[config.mk]
export PLATFORM = sky130hd
export DESIGN_NAME = frpc_ctrl
export DESIGN_NICKNAME = d
export VERILOG_FILES = /design/src/logic/frpc_hold_mem.v /design/src/logic/frpc_ctrl.v
export VERILOG_INCLUDE_DIRS = /design/src /design/src/logic
export SDC_FILE = /design/constraint.sdc
export NUM_CORES = 1
export LEC_CHECK = 0
export ABC_AREA = 1
export BUFFER_PORTS_ARGS = -buffer_cell sky130_fd_sc_hd__buf_4
export CORE_MARGIN = 2
export CORE_UTILIZATION = 43
export CTS_CLUSTER_DIAMETER = 40
export CTS_CLUSTER_SIZE = 14
export DETAILED_ROUTE_END_ITERATION = 10
export HOLD_SLACK_MARGIN = 0.06
export PLACE_DENSITY = 0.73
export SLEW_MARGIN = 20
export SYNTH_ARGS = -nofsm -noshare
export SYNTH_HDL_FRONTEND = slang
export SYNTH_SLANG_ARGS = --single-unit
[constraint.sdc]
create_clock -name clk_sys -period 3.7 [get_ports clk_sys]
set_clock_uncertainty 0.15 [all_clocks]
set_input_delay 0 -clock clk_sys [delete_from_list [all_inputs] [get_ports clk_sys]]
set_output_delay 0 -clock clk_sys [all_outputs]
set_load 0.02 [all_outputs]
[src/logic/frpc_map.vh]
// Register offsets, field positions, reset values and timing for the flash row erase/program controller.
// Included by the controller only; the holding-register memory takes its sizes as parameters. Definitions only.
`ifndef FRPC_MAP_VH
`define FRPC_MAP_VH

// Register offsets on the 4-bit register port
`define FRPC_ADDR_W          4
`define FRPC_OFS_MEM_CTRL    4'h0
`define FRPC_OFS_UNLOCK_KEY  4'h1
`define FRPC_OFS_PTR_LOW     4'h2
`define FRPC_OFS_PTR_HIGH    4'h3
`define FRPC_OFS_PTR_UPPER   4'h4
`define FRPC_OFS_BYTE_LATCH  4'h5
`define FRPC_OFS_STATUS      4'h6
`define FRPC_OFS_TBL_STORE   4'h7
`define FRPC_OFS_HOLD_READ   4'h8

// memory_control_reg fields
`define FRPC_BIT_PROG_SPACE  7
`define FRPC_BIT_CFG_SPACE   6
`define FRPC_BIT_ROW_ERASE   4
`define FRPC_BIT_INTERRUPTED 3
`define FRPC_BIT_PERMIT      2
`define FRPC_BIT_LAUNCH      1

// Status register field
`define FRPC_BIT_DONE_FLAG   0

// Unlock key values
`define FRPC_KEY_FIRST       8'h55
`define FRPC_KEY_SECOND      8'hAA

// Table store pointer modes (low two bits of the store command)
`define FRPC_TS_KEEP         2'h0
`define FRPC_TS_POST_INC     2'h1
`define FRPC_TS_POST_DEC     2'h2
`define FRPC_TS_PRE_INC      2'h3

// Pointer geometry
`define FRPC_PTR_W           22
`define FRPC_ROW_LSB         6
`define FRPC_BLK_LSB         3
`define FRPC_HOLD_COUNT      8

// Reset values
`define FRPC_RST_BYTE        8'h00
`define FRPC_RST_PTR         22'h000000

// Timing: self-timed long write in ns, clock period in ns
`define FRPC_LONG_WRITE_NS   2000000
`define FRPC_CLK_NS          10

`endif

[src/logic/frpc_hold_mem.v]
// Holding registers that collect table-store bytes before a program cycle.
// Assumes one clock; read data and the block snapshot come out of registers.
`timescale 1ns/100ps

module frpc_hold_mem #(
	parameter WIDTH = 8,
	parameter DEPTH = 8,
	parameter AW    = 3
) (
	input  wire                   clk_sys,
	input  wire                   wr_en,
	input  wire [AW-1:0]          wr_addr,
	input  wire [WIDTH-1:0]       wr_data,
	input  wire [AW-1:0]          rd_addr,
	output reg  [WIDTH-1:0]       rd_data,
	input  wire                   snap_en,
	output reg  [WIDTH*DEPTH-1:0] snap_data
);

	reg     [WIDTH-1:0] mem [0:DEPTH-1];
	integer             i;

	// Short write touches only one holding register
	always @(posedge clk_sys) begin
		if (wr_en) begin
			mem[wr_addr] <= wr_data;
		end
		rd_data <= mem[rd_addr];
	end

	// Whole block captured at once so the flash sees stable data for the long write
	always @(posedge clk_sys) begin
		if (snap_en) begin
			for (i = 0; i < DEPTH; i = i + 1) begin
				snap_data[i*WIDTH +: WIDTH] <= mem[i];
			end
		end
	end

endmodule

[src/logic/frpc_ctrl.v]
// Flash row erase / block program controller: registers, unlock, holding registers and long-write timer.
// Assumes the CPU reaches it over a plain register port and freezes while cpu_stall is high,
// and that the flash array acts on the erase/program levels while they stand.
//
// Local design decisions: the placing of the registers and the plain strobed port.
`timescale 1ns/100ps
`include "frpc_map.vh"

module frpc_ctrl #(
	parameter LONG_WRITE_CYCLES = `FRPC_LONG_WRITE_NS / `FRPC_CLK_NS
) (
	input  wire                         clk_sys,
	input  wire                         por_resetn,
	input  wire                         resetn,
	input  wire [`FRPC_ADDR_W-1:0]      reg_addr,
	input  wire [7:0]                   reg_wdata,
	input  wire                         reg_wr,
	input  wire                         reg_rd,
	output wire [7:0]                   reg_rdata,
	output wire                         cpu_stall,
	output reg                          completion_irq_flag,
	output reg                          flash_erase,
	output reg                          flash_program,
	output reg  [15:0]                  flash_row_addr,
	output reg  [18:0]                  flash_blk_addr,
	output wire [63:0]                  flash_wdata
);

	localparam ST_IDLE = 2'h0;
	localparam ST_SNAP = 2'h1;
	localparam ST_RUN  = 2'h2;

	localparam KEY_NONE  = 2'h0;
	localparam KEY_FIRST = 2'h1;
	localparam KEY_ARMED = 2'h2;

	// Pointer operations only move the low 21 bits; bit 21 stays put
	function [`FRPC_PTR_W-1:0] ptr_step;
		input [`FRPC_PTR_W-1:0] ptr;
		input                   down;
		begin
			if (down) begin
				ptr_step = {ptr[21], ptr[20:0] - 21'h000001};
			end else begin
				ptr_step = {ptr[21], ptr[20:0] + 21'h000001};
			end
		end
	endfunction

	reg                    program_space_select;
	reg                    config_space_select;
	reg                    row_erase_select;
	reg                    interrupted_program_flag;
	reg                    erase_write_permit;
	reg                    launch;
	reg [`FRPC_PTR_W-1:0]  table_pointer;
	reg [7:0]              table_byte_latch;
	reg [1:0]              key_stage;
	reg [1:0]              state;
	reg                    op_erase;
	reg [31:0]             timer;
	reg [7:0]              rdata_q;
	reg                    rd_hold_q;

	reg [`FRPC_PTR_W-1:0]  next_table_pointer;
	reg [2:0]              hold_wr_addr;
	reg                    hold_wr_en;

	wire [7:0]             hold_rd_data;
	wire                   launch_req;
	wire                   timer_done;

	// CPU frozen for the whole long write, snapshot cycle included
	assign cpu_stall = (state != ST_IDLE);

	// Launch needs the armed key, and permit already set and set again in the same write; otherwise the set is refused
	assign launch_req = reg_wr && (reg_addr == `FRPC_OFS_MEM_CTRL) && reg_wdata[`FRPC_BIT_LAUNCH]
		&& (key_stage == KEY_ARMED) && reg_wdata[`FRPC_BIT_PERMIT] && erase_write_permit
		&& !launch && (state == ST_IDLE);

	// Apart from a reset, only the internal timer ends a long write
	assign timer_done = (state == ST_RUN) && (timer == 32'h00000001);

	assign reg_rdata = rd_hold_q ? hold_rd_data : rdata_q;

	// Table store: write target and pointer update for the four pointer modes
	always @* begin
		hold_wr_en = 1'b0;
		hold_wr_addr = table_pointer[2:0];
		next_table_pointer = table_pointer;
		if (reg_wr && (reg_addr == `FRPC_OFS_TBL_STORE) && (state == ST_IDLE)) begin
			hold_wr_en = 1'b1;
			case (reg_wdata[1:0])
				`FRPC_TS_POST_INC: begin
					next_table_pointer = ptr_step(table_pointer, 1'b0);
				end
				`FRPC_TS_POST_DEC: begin
					next_table_pointer = ptr_step(table_pointer, 1'b1);
				end
				`FRPC_TS_PRE_INC: begin
					next_table_pointer = ptr_step(table_pointer, 1'b0);
					hold_wr_addr = next_table_pointer[2:0];
				end
				default: begin
					next_table_pointer = table_pointer;
				end
			endcase
		end else if (reg_wr && (state == ST_IDLE)) begin
			if (reg_addr == `FRPC_OFS_PTR_LOW) begin
				next_table_pointer = {table_pointer[21:8], reg_wdata};
			end else if (reg_addr == `FRPC_OFS_PTR_HIGH) begin
				next_table_pointer = {table_pointer[21:16], reg_wdata, table_pointer[7:0]};
			end else if (reg_addr == `FRPC_OFS_PTR_UPPER) begin
				next_table_pointer = {reg_wdata[5:0], table_pointer[15:0]};
			end
		end
	end

	// Pointer, latch and selects; space selects survive a plain reset for error tracing
	always @(posedge clk_sys) begin
		if (!por_resetn) begin
			table_pointer <= `FRPC_RST_PTR;
			table_byte_latch <= `FRPC_RST_BYTE;
			program_space_select <= 1'b0;
			config_space_select <= 1'b0;
		end else if (!resetn) begin
			table_pointer <= `FRPC_RST_PTR;
			table_byte_latch <= `FRPC_RST_BYTE;
		end else begin
			table_pointer <= next_table_pointer;
			if (reg_wr && (reg_addr == `FRPC_OFS_BYTE_LATCH) && (state == ST_IDLE)) begin
				table_byte_latch <= reg_wdata;
			end
			if (reg_wr && (reg_addr == `FRPC_OFS_MEM_CTRL) && (state == ST_IDLE)) begin
				program_space_select <= reg_wdata[`FRPC_BIT_PROG_SPACE];
				config_space_select <= reg_wdata[`FRPC_BIT_CFG_SPACE];
			end
		end
	end

	// Unlock tracker: 55h then AAh on back-to-back writes, consumed by the very next write
	always @(posedge clk_sys) begin
		if (!por_resetn || !resetn) begin
			key_stage <= KEY_NONE;
		end else if (reg_wr) begin
			if ((reg_addr == `FRPC_OFS_UNLOCK_KEY) && (reg_wdata == `FRPC_KEY_FIRST)) begin
				key_stage <= KEY_FIRST;
			end else if ((reg_addr == `FRPC_OFS_UNLOCK_KEY) && (reg_wdata == `FRPC_KEY_SECOND)
				&& (key_stage == KEY_FIRST)) begin
				key_stage <= KEY_ARMED;
			end else begin
				key_stage <= KEY_NONE;
			end
		end
	end

	// Control bits: permit is plain, erase select clears when an erase ends, launch is set-only and clears when the write ends
	always @(posedge clk_sys) begin
		if (!por_resetn || !resetn) begin
			row_erase_select <= 1'b0;
			erase_write_permit <= 1'b0;
			launch <= 1'b0;
		end else begin
			if (reg_wr && (reg_addr == `FRPC_OFS_MEM_CTRL) && (state == ST_IDLE)) begin
				row_erase_select <= reg_wdata[`FRPC_BIT_ROW_ERASE];
				erase_write_permit <= reg_wdata[`FRPC_BIT_PERMIT];
			end else if (reg_wr && (reg_addr == `FRPC_OFS_MEM_CTRL)) begin
				erase_write_permit <= reg_wdata[`FRPC_BIT_PERMIT];
			end
			if (launch_req) begin
				launch <= 1'b1;
			end else if (timer_done) begin
				launch <= 1'b0;
			end
			if (timer_done && op_erase) begin
				row_erase_select <= 1'b0;
			end
		end
	end

	// A reset while the timer runs leaves the error flag set; only power-on clears it silently
	always @(posedge clk_sys) begin
		if (!por_resetn) begin
			interrupted_program_flag <= 1'b0;
		end else if (!resetn) begin
			if (state != ST_IDLE) begin
				interrupted_program_flag <= 1'b1;
			end
		end else if (reg_wr && (reg_addr == `FRPC_OFS_MEM_CTRL) && (state == ST_IDLE)) begin
			interrupted_program_flag <= reg_wdata[`FRPC_BIT_INTERRUPTED];
		end
	end

	// Completion flag: hardware set wins over a software clear in the same cycle
	always @(posedge clk_sys) begin
		if (!por_resetn || !resetn) begin
			completion_irq_flag <= 1'b0;
		end else if (timer_done) begin
			completion_irq_flag <= 1'b1;
		end else if (reg_wr && (reg_addr == `FRPC_OFS_STATUS) && !reg_wdata[`FRPC_BIT_DONE_FLAG]) begin
			completion_irq_flag <= 1'b0;
		end
	end

	// Long-write sequencer: snapshot the block for a program (none for an erase), then run the self timer
	always @(posedge clk_sys) begin
		if (!por_resetn || !resetn) begin
			state <= ST_IDLE;
			op_erase <= 1'b0;
			timer <= 32'h00000000;
			flash_erase <= 1'b0;
			flash_program <= 1'b0;
			flash_row_addr <= 16'h0000;
			flash_blk_addr <= 19'h00000;
		end else begin
			case (state)
				ST_IDLE: begin
					if (launch_req) begin
						state <= ST_SNAP;
						op_erase <= row_erase_select;
						// Erase addresses a whole row; low six pointer bits are dropped
						flash_row_addr <= table_pointer[21:`FRPC_ROW_LSB];
						// Program addresses an 8-byte block; low three bits are dropped
						flash_blk_addr <= table_pointer[21:`FRPC_BLK_LSB];
					end
				end
				ST_SNAP: begin
					state <= ST_RUN;
					timer <= LONG_WRITE_CYCLES;
					flash_erase <= op_erase;
					flash_program <= !op_erase;
				end
				ST_RUN: begin
					timer <= timer - 32'h00000001;
					if (timer_done) begin
						state <= ST_IDLE;
						flash_erase <= 1'b0;
						flash_program <= 1'b0;
					end
				end
				default: begin
					state <= ST_IDLE;
				end
			endcase
		end
	end

	// Read data one cycle after the strobe; key port reads zero, unmapped offsets read zero
	always @(posedge clk_sys) begin
		if (!por_resetn || !resetn) begin
			rdata_q <= 8'h00;
			rd_hold_q <= 1'b0;
		end else begin
			rd_hold_q <= reg_rd && (reg_addr == `FRPC_OFS_HOLD_READ);
			rdata_q <= 8'h00;
			if (reg_rd) begin
				if (reg_addr == `FRPC_OFS_MEM_CTRL) begin
					rdata_q <= {program_space_select, config_space_select, 1'b0, row_erase_select,
						interrupted_program_flag, erase_write_permit, launch, 1'b0};
				end else if (reg_addr == `FRPC_OFS_PTR_LOW) begin
					rdata_q <= table_pointer[7:0];
				end else if (reg_addr == `FRPC_OFS_PTR_HIGH) begin
					rdata_q <= table_pointer[15:8];
				end else if (reg_addr == `FRPC_OFS_PTR_UPPER) begin
					rdata_q <= {2'h0, table_pointer[21:16]};
				end else if (reg_addr == `FRPC_OFS_BYTE_LATCH) begin
					rdata_q <= table_byte_latch;
				end else if (reg_addr == `FRPC_OFS_STATUS) begin
					rdata_q <= {7'h00, completion_irq_flag};
				end
			end
		end
	end

	// Holding registers; the byte latch feeds them and is never used by an erase
	frpc_hold_mem #(
		.WIDTH (8),
		.DEPTH (`FRPC_HOLD_COUNT),
		.AW    (3)
	) u_hold (
		.clk_sys   (clk_sys),
		.wr_en     (hold_wr_en),
		.wr_addr   (hold_wr_addr),
		.wr_data   (table_byte_latch),
		.rd_addr   (table_pointer[2:0]),
		.rd_data   (hold_rd_data),
		.snap_en   ((state == ST_SNAP) && !op_erase),
		.snap_data (flash_wdata)
	);

endmodule

Word level (Yosys, flattened, before mapping) --
Memory sizes are Yosys's and may differ from the RTL's. A register that Yosys moved wholly into a read port is not among the register bits. Cells that the tools add are included.
Storage, ports and cells: bits in writable memories 64, logic and storage cells 144, output and inout port bits 111, memories 1, bits of input ports 17, bits in registers 120
Memories:
- u_hold.mem | depth 8, bits a word 8, read ports 9, clocked after memory_dff 9, wr ports 1, line frpc_hold_mem.v:20 | reg [WIDTH-1:0] mem [0:DEPTH-1];
Cells by class: reductions and logical operators 54, bitwise gates (word level) 4, add/subtract/negate cells 3, equal/unequal tests 24, mux-type cells 35
Operator list (number):
- 22-bit two-way mux | 5
- 32-bit one-hot mux with 2 select lines | 1
- 8-bit two-way mux | 6
- 21-bit one-hot mux with 2 select lines | 1
- 32-bit by 1-bit == test with 1-bit output, second input constant | 1
- 32-bit by 1-bit subtractor with 32-bit output, second input constant | 1
- 1-bit logical AND | 22
- 21-bit by 1-bit adder with 21-bit output, second input constant | 1
- 21-bit by 1-bit subtractor with 21-bit output, second input constant | 1
- 2-bit nonzero test | 10
- 4-bit by 3-bit == test with 1-bit output, second input constant | 4
- 1-bit two-way mux | 13
- 2-bit AND reduction | 6
- 5-bit AND reduction | 2
- 2-bit == test, second input constant | 4
- 4-bit by 2-bit == test with 1-bit output, second input constant | 2
- 8-bit by 7-bit == test with 1-bit output, second input constant | 1
- 8-bit == test, second input constant | 1
- 2-bit two-way mux | 4
- 2-bit != test, second input constant | 4
- 2-bit by 1-bit == test with 1-bit output, second input constant | 3
- 3-bit two-way mux | 2
- 2-bit one-hot mux with 3 select lines | 1
- 2-bit OR reduction | 3
- other kinds (13) | 21

Depth between registers and ports, before layout --
depth in word-level cells 10, gate-level depth with buffers 14, depth with buffers taken out 14

Hierarchy --
From an unflattened synthesis, not the netlist that was laid out.
Unflattened totals: cell total of the unflattened synthesis 1289, area total of the unflattened synthesis 11008.1 sq um
By module, submodules not included:
- frpc_ctrl | cells an instance 922, area an instance 6035.8 sq um, instances 1, sequential area each 2082.0 sq um
- frpc_hold_mem | cells an instance 367, area an instance 4972.3 sq um, instances 1, sequential area each 4003.8 sq um

Worst setup path after synthesis --
No wires, ideal clock.
kind reg-to-reg, start register state[1], end register u_hold.snap_data[0] (netlist: flash_wdata[0]) (read register of u_hold.mem), enable pin, data required time 3.062 ns, path buffers 0, stages on the path, launching flop included 5, path slack -0.205 ns, setup time 0.488 ns, arrival 3.267 ns, period minus slack after synthesis 3.905 ns, cells stage by stage dfxtp_1 inv_1 ha_1 inv_1 nor2_1
Between the ends: longest elaborated chain between the ends 2
RTL lines:
- from (decl) | line frpc_ctrl.v:59 | reg [1:0] state;
- from (signal assigned) | line frpc_ctrl.v:208 | state <= ST_IDLE;
- from (signal assigned) | line frpc_ctrl.v:219 | state <= ST_SNAP;
- from (signal assigned) | line frpc_ctrl.v:228 | state <= ST_RUN;
- 2-bit by 1-bit == test with 1-bit output | line frpc_ctrl.v:287 | .snap_en ((state == ST_SNAP) && !op_erase),
- 1-bit logical AND | line frpc_ctrl.v:287
- net u_hold.snap_en | line frpc_hold_mem.v:16 | input wire snap_en,
- to (decl) | line frpc_hold_mem.v:17 | output reg [WIDTH*DEPTH-1:0] snap_data
The timed path passes the listed nets, and every way through them passes these cells. A chain may end at the register's enable or synchronous reset.

Final worst setup path --
start register state[0], end memory u_hold.mem[0][6], enable pin
Between the ends: longest elaborated chain between the ends 5, elaborated cells on any way between the ends 6, those cells by class mux (4); reduce/logical (2)
RTL lines:
- 2-bit logical NOT (*) | line frpc_ctrl.v:91 | if (reg_wr && (reg_addr == `FRPC_OFS_TBL_STORE) && (state == ST_IDLE)) begin
- 1-bit logical AND (*) | line frpc_ctrl.v:91
- 1-bit two-way mux | line frpc_ctrl.v:91
- 1-bit two-way mux | line frpc_hold_mem.v:25 | if (wr_en) begin
- 1-bit two-way mux (not written as such) | line frpc_hold_mem.v:26 | mem[wr_addr] <= wr_data;
- to (decl) | line frpc_hold_mem.v:20
Mark *: on every way between the ends. The rest lies on a longest branch, timed or not.

==> results.yml <==
clocking:
  post_cts_resize_count: 0
  clk_latency_ns: 0.54
  clock_tree.buffer_depth: 3
  postCtsSetupRepairBufs: 0
  clkSinkCount: 240
  path_clk_slew_ns: 0.06
  tritoncts.num_buffers: 30
  cts_root_buffer: "sky130_fd_sc_hd__clkbuf_16"
  tritoncts: "done"
  ctsHtreeMaxLevel: 1
worst_setup_path:
  timing.reg2reg.setup_slack_ns: 0.87
  endpoint_kind_of_the_worst_setup_timing_path: "register"
  critical_path.most_common_cell: "sky130_fd_sc_hd__nand2_1"
  timing.reg2reg.worst_path_depth: 11
  critical_path.slowest_cell: "sky130_fd_sc_hd__nor2_1"
  critical_path.n_buffers_inverters: 2
  path_cells: "inv_1 -> ha_1 -> nand2_1 -> inv_1 -> nand2_1 -> nor2_4 -> nand3_2 -> or2_0 -> o21ai_1 -> nand2_1 -> nor2_1"
  r2r-end: "u_hold.mem[0][6]"
  cp.required_ns: 3.72
  critPathMaxFanout: 8
  worst-endpoint-arrival_ns: 2.85
  start_kind: "register"
  critical-path-max-stage-delay_ns: 0.56
  timing.setup.critical_path_class: "reg2reg"
  worst_r2r_startpoint: "state[0]"
  timing.critical_path.max_delay_family: "simple AND/OR/NAND/NOR gates"
route:
  routed_wirelength_mm: 27.86
  initialDrtViolationCount: 940
  wire_length_per_cell_after_detailed_routing_um: 16.74
  detailedRoute.firstPassIterationCount: 5
  antenna_violating_nets_post_route: 0
  via_count: 8912
  routed_via_density: 5.356
  post-route-drc-count: 0
logic_synthesis:
  flip_flop_cell_with_the_highest_count_after_synthesis: "sky130_fd_sc_hd__edfxtp_1"
  yosys_register_bits: 240
  synth-async-reset-ratio: 0
  ys.warnings.count: 0
  synth.most_common_cell: "sky130_fd_sc_hd__nor2_1"
  ys_top_cells_by_area: "sky130_fd_sc_hd__edfxtp_1 (37%), sky130_fd_sc_hd__dfxtp_1 (21%), sky130_fd_sc_hd__nor2_1 (6.7%)"
  synth_area_per_cell_sq_um: 8.957
  number_of_enable_flip_flop_cells_after_synthesis: 128
  synth_largest_area_cell: "sky130_fd_sc_hd__edfxtp_1"
  part_of_the_yosys_area_used_for_sequential_elements: 0.5788
  yosys.area.top_type_share: 0.3655
  synthesis.nets: 1198
  syn-cell-area_sq_um: 10520
  synthDistinctLibCells: 43
  synth_cells: 1174
  netlist_top_cells_count: "sky130_fd_sc_hd__nor2_1 (187), sky130_fd_sc_hd__nand2_1 (167), sky130_fd_sc_hd__o21ai_0 (129)"
hold_path:
  hold_depth: 4
  worst_hold_path.endpoint: "table_pointer[13]"
  worst_hold_class: "in2reg"
  min-delay-start: "reg_wdata[5]"
power_and_ir_drop:
  vdd.ir_drop.worst_mv: 0.3313
  power.density_cell_area_nw_per_um2: 454.6
  lkg_pwr_nw: 5.146
timing:
  finalHoldViolCount: 0
  rel_slew_slack: 0.3509
  finalMaxSlewViolations: 0
  setup_repair_after_global_routing_missed_its_margin: "false"
  setup_total_negative_slack_ns: 0
  worst_slew_pin_slew_ns: 0.9726
  timing.final.crit_period_ns: 2.835
  max_clock_freq_ghz: 0.3527
  setup_viol: 0
  finalCritPeriodShare: 0.7662
placement:
  dp_cells: 1575
  gp_congestion: 0.9383
  dp_wirelength_mm: 19.66
  numPortBuffers: 127
finish:
  multi_input_area_sq_um: 3737
  area_used_by_sequential_logic_in_the_layout_sq_um: 6086
  filler_cell_count: 2149
  final_nets: 1340
  antenna_diode_instance_count: 0
  stdcell_count: 1664
  area.growth.synth_to_final_pct: 23.36
  fraction_of_layout_cells_with_a_size_suffix_above_1: 0.1627
floorplanning:
  die_height_um: 160.4
  core_area_sq_um: 24180
  io-pin-count: 128
  dieWidth_um: 160.4
  rows: 57
  floorplan.initialDensity: 0.4349
  design.die.area_sq_um: 25720
grt:
  globalRouteTotalUtil: 0.2134
  pin_count_of_the_biggest_net_entering_global_routing: 65
  antenna_found_initial: 0
  number_of_global_route_vias_before_repair: 8347
  grt_overflow: 0
  global_route_wire_length_before_repair_mm: 44.13
run_status:
  result_of_the_run: "completed"
flow_run:
  drv_cap: 0
==> layout make-up <==
class	count	share of cell area
clock buffers	38	0.06260
clock inverters	18	0.01505
inverters	102	0.02961
multi-input cells	773	0.2881
flip-flops and latches	240	0.4692
well taps	324	0.03125
repair buffers	169	0.1042
==> stage by stage <==
step           worst slack (ns)  area [sq um]  utilization  hold WS (ns)  power [mW]
4_1_cts                  0.8577         12970       0.5365        0.1657       5.939
2_1_floorplan            0.9097         10520            -      -0.05594       2.973
3_5_place_dp             0.8775         11630       0.4812       0.07447       3.043
6_report                 0.8651         12970       0.5365        0.1896       5.897
3_3_place_gp              1.027         11630       0.4812       0.08028       3.039
5_1_grt                  0.6888         12970       0.5365        0.2020       6.078
==> flip-flops by register name (all words and copies together) (netlist names), 8 cells and up <==
| signal | cells |
|---|---|
| flash_row_addr | 16 |
| flash_wdata | 64 |
| rdata_q | 8 |
| table_byte_latch | 8 |
| table_pointer | 22 |
| timer | 32 |
| u_hold.mem | 64 |
| u_hold.rd_data | 8 |
==> per-layer routing <==
metal / GRT usage / share of wire / wire length [um] / up-vias
li1: - / - / - / 4297
met1: 0.3028 / 0.43 / 12100 / 4060
met2: 0.3381 / 0.44 / 12230 / 499
met3: 0.03926 / 0.10 / 2894 / 56
met4: 0.05815 / 0.023 / 629 / 0
met5: 0 / 0 / 0 / -
==> worst reg2reg max path, stage by stage (launching register included) <==
cell and delay [ns]:
sky130_fd_sc_hd__dfxtp_1 0.32, sky130_fd_sc_hd__inv_1 0.10, sky130_fd_sc_hd__ha_1 0.23, sky130_fd_sc_hd__nand2_1 0.12, sky130_fd_sc_hd__inv_1 0.10, sky130_fd_sc_hd__nand2_1 0.12
sky130_fd_sc_hd__nor2_4 0.13, sky130_fd_sc_hd__nand3_2 0.13, sky130_fd_sc_hd__or2_0 0.25, sky130_fd_sc_hd__o21ai_1 0.15, sky130_fd_sc_hd__nand2_1 0.10, sky130_fd_sc_hd__nor2_1 0.56
==> power breakdown <==
group          switching (mW)  leakage [nW]  total [mW]  internal (mW)
combinational           0.138          2.62       0.211         0.0731
clock                    1.20         0.489        2.89           1.68
sequential             0.0114          2.04        2.80           2.79
total                    1.35          5.15        5.90           4.54
==> worst max-delay path by stage <==
| stage | cells past startpoint | slack [ns] | end | start |
|---|---|---|---|---|
| after global routing | 11 | 0.69 | u_hold.mem[0][7] | state[0] |
| final | 11 | 0.87 | u_hold.mem[0][6] | state[0] |
| after detailed placement | 11 | 0.88 | u_hold.mem[0][4] | state[0] |
| after floorplan | 4 | 0.91 | flash_wdata[0] | state[1] |
| after global placement | 7 | 1.03 | u_hold.mem[0][2] | table_pointer[1] |
| after CTS | 11 | 0.86 | u_hold.mem[0][1] | state[0] |
==> layout by cell type, fill, tap and decap left out, types with 3 or more instances in the layout <==
| cell type | netlist | routed |
|---|---|---|
| sky130_fd_sc_hd__ha_1 | 7 | 7 |
| sky130_fd_sc_hd__inv_2 | 4 | 4 |
| sky130_fd_sc_hd__o22ai_1 | 10 | 10 |
| sky130_fd_sc_hd__nor4_1 | 7 | 7 |
| sky130_fd_sc_hd__buf_4 | 19 | 136 |
| sky130_fd_sc_hd__nand3_1 | 49 | 49 |
| sky130_fd_sc_hd__nand4_1 | 15 | 15 |
| sky130_fd_sc_hd__a21oi_1 | 117 | 117 |
| sky130_fd_sc_hd__clkbuf_1 | 24 | 6 |
| sky130_fd_sc_hd__nor2_4 | 4 | 5 |
| sky130_fd_sc_hd__inv_1 | 97 | 97 |
| sky130_fd_sc_hd__nor3_1 | 14 | 14 |
| sky130_fd_sc_hd__o21a_1 | 9 | 9 |
| sky130_fd_sc_hd__xor2_1 | 5 | 5 |
| sky130_fd_sc_hd__a31oi_1 | 15 | 15 |
| sky130_fd_sc_hd__dlygate4sd3_1 | 0 | 33 |
| sky130_fd_sc_hd__inv_8 | 0 | 3 |
| sky130_fd_sc_hd__nand2_1 | 167 | 167 |
| sky130_fd_sc_hd__inv_6 | 0 | 10 |
| sky130_fd_sc_hd__o21ai_1 | 3 | 3 |
| sky130_fd_sc_hd__clkbuf_16 | 0 | 31 |
| sky130_fd_sc_hd__dfxtp_1 | 112 | 112 |
| sky130_fd_sc_hd__mux2_2 | 8 | 8 |
| sky130_fd_sc_hd__a21oi_2 | 3 | 3 |
| sky130_fd_sc_hd__o21ai_0 | 129 | 129 |
| sky130_fd_sc_hd__nor2_1 | 187 | 186 |
| sky130_fd_sc_hd__nand2_2 | 4 | 4 |
| sky130_fd_sc_hd__edfxtp_1 | 128 | 128 |
==> what timing repair did <==
item	CTS	global route
setup endpoints to repair	0	0
hold buffers	33	0
hold endpoints to repair	54	0
==> cell families (layout without fill, tap and decap cells) <==
family          after synthesis  after routing  share of synthesized area
buf+inv                     161            327                    0.06651
xor+xnor                      5              5                   0.004164
fa+ha+maj                     7              7                   0.008329
compound gates              294            294                     0.1490
mux                           8              8                   0.008568
flops                       240            240                     0.5788
simple gates                459            459                     0.1847
No activity file was read; power rests on OpenSTA's default activity.
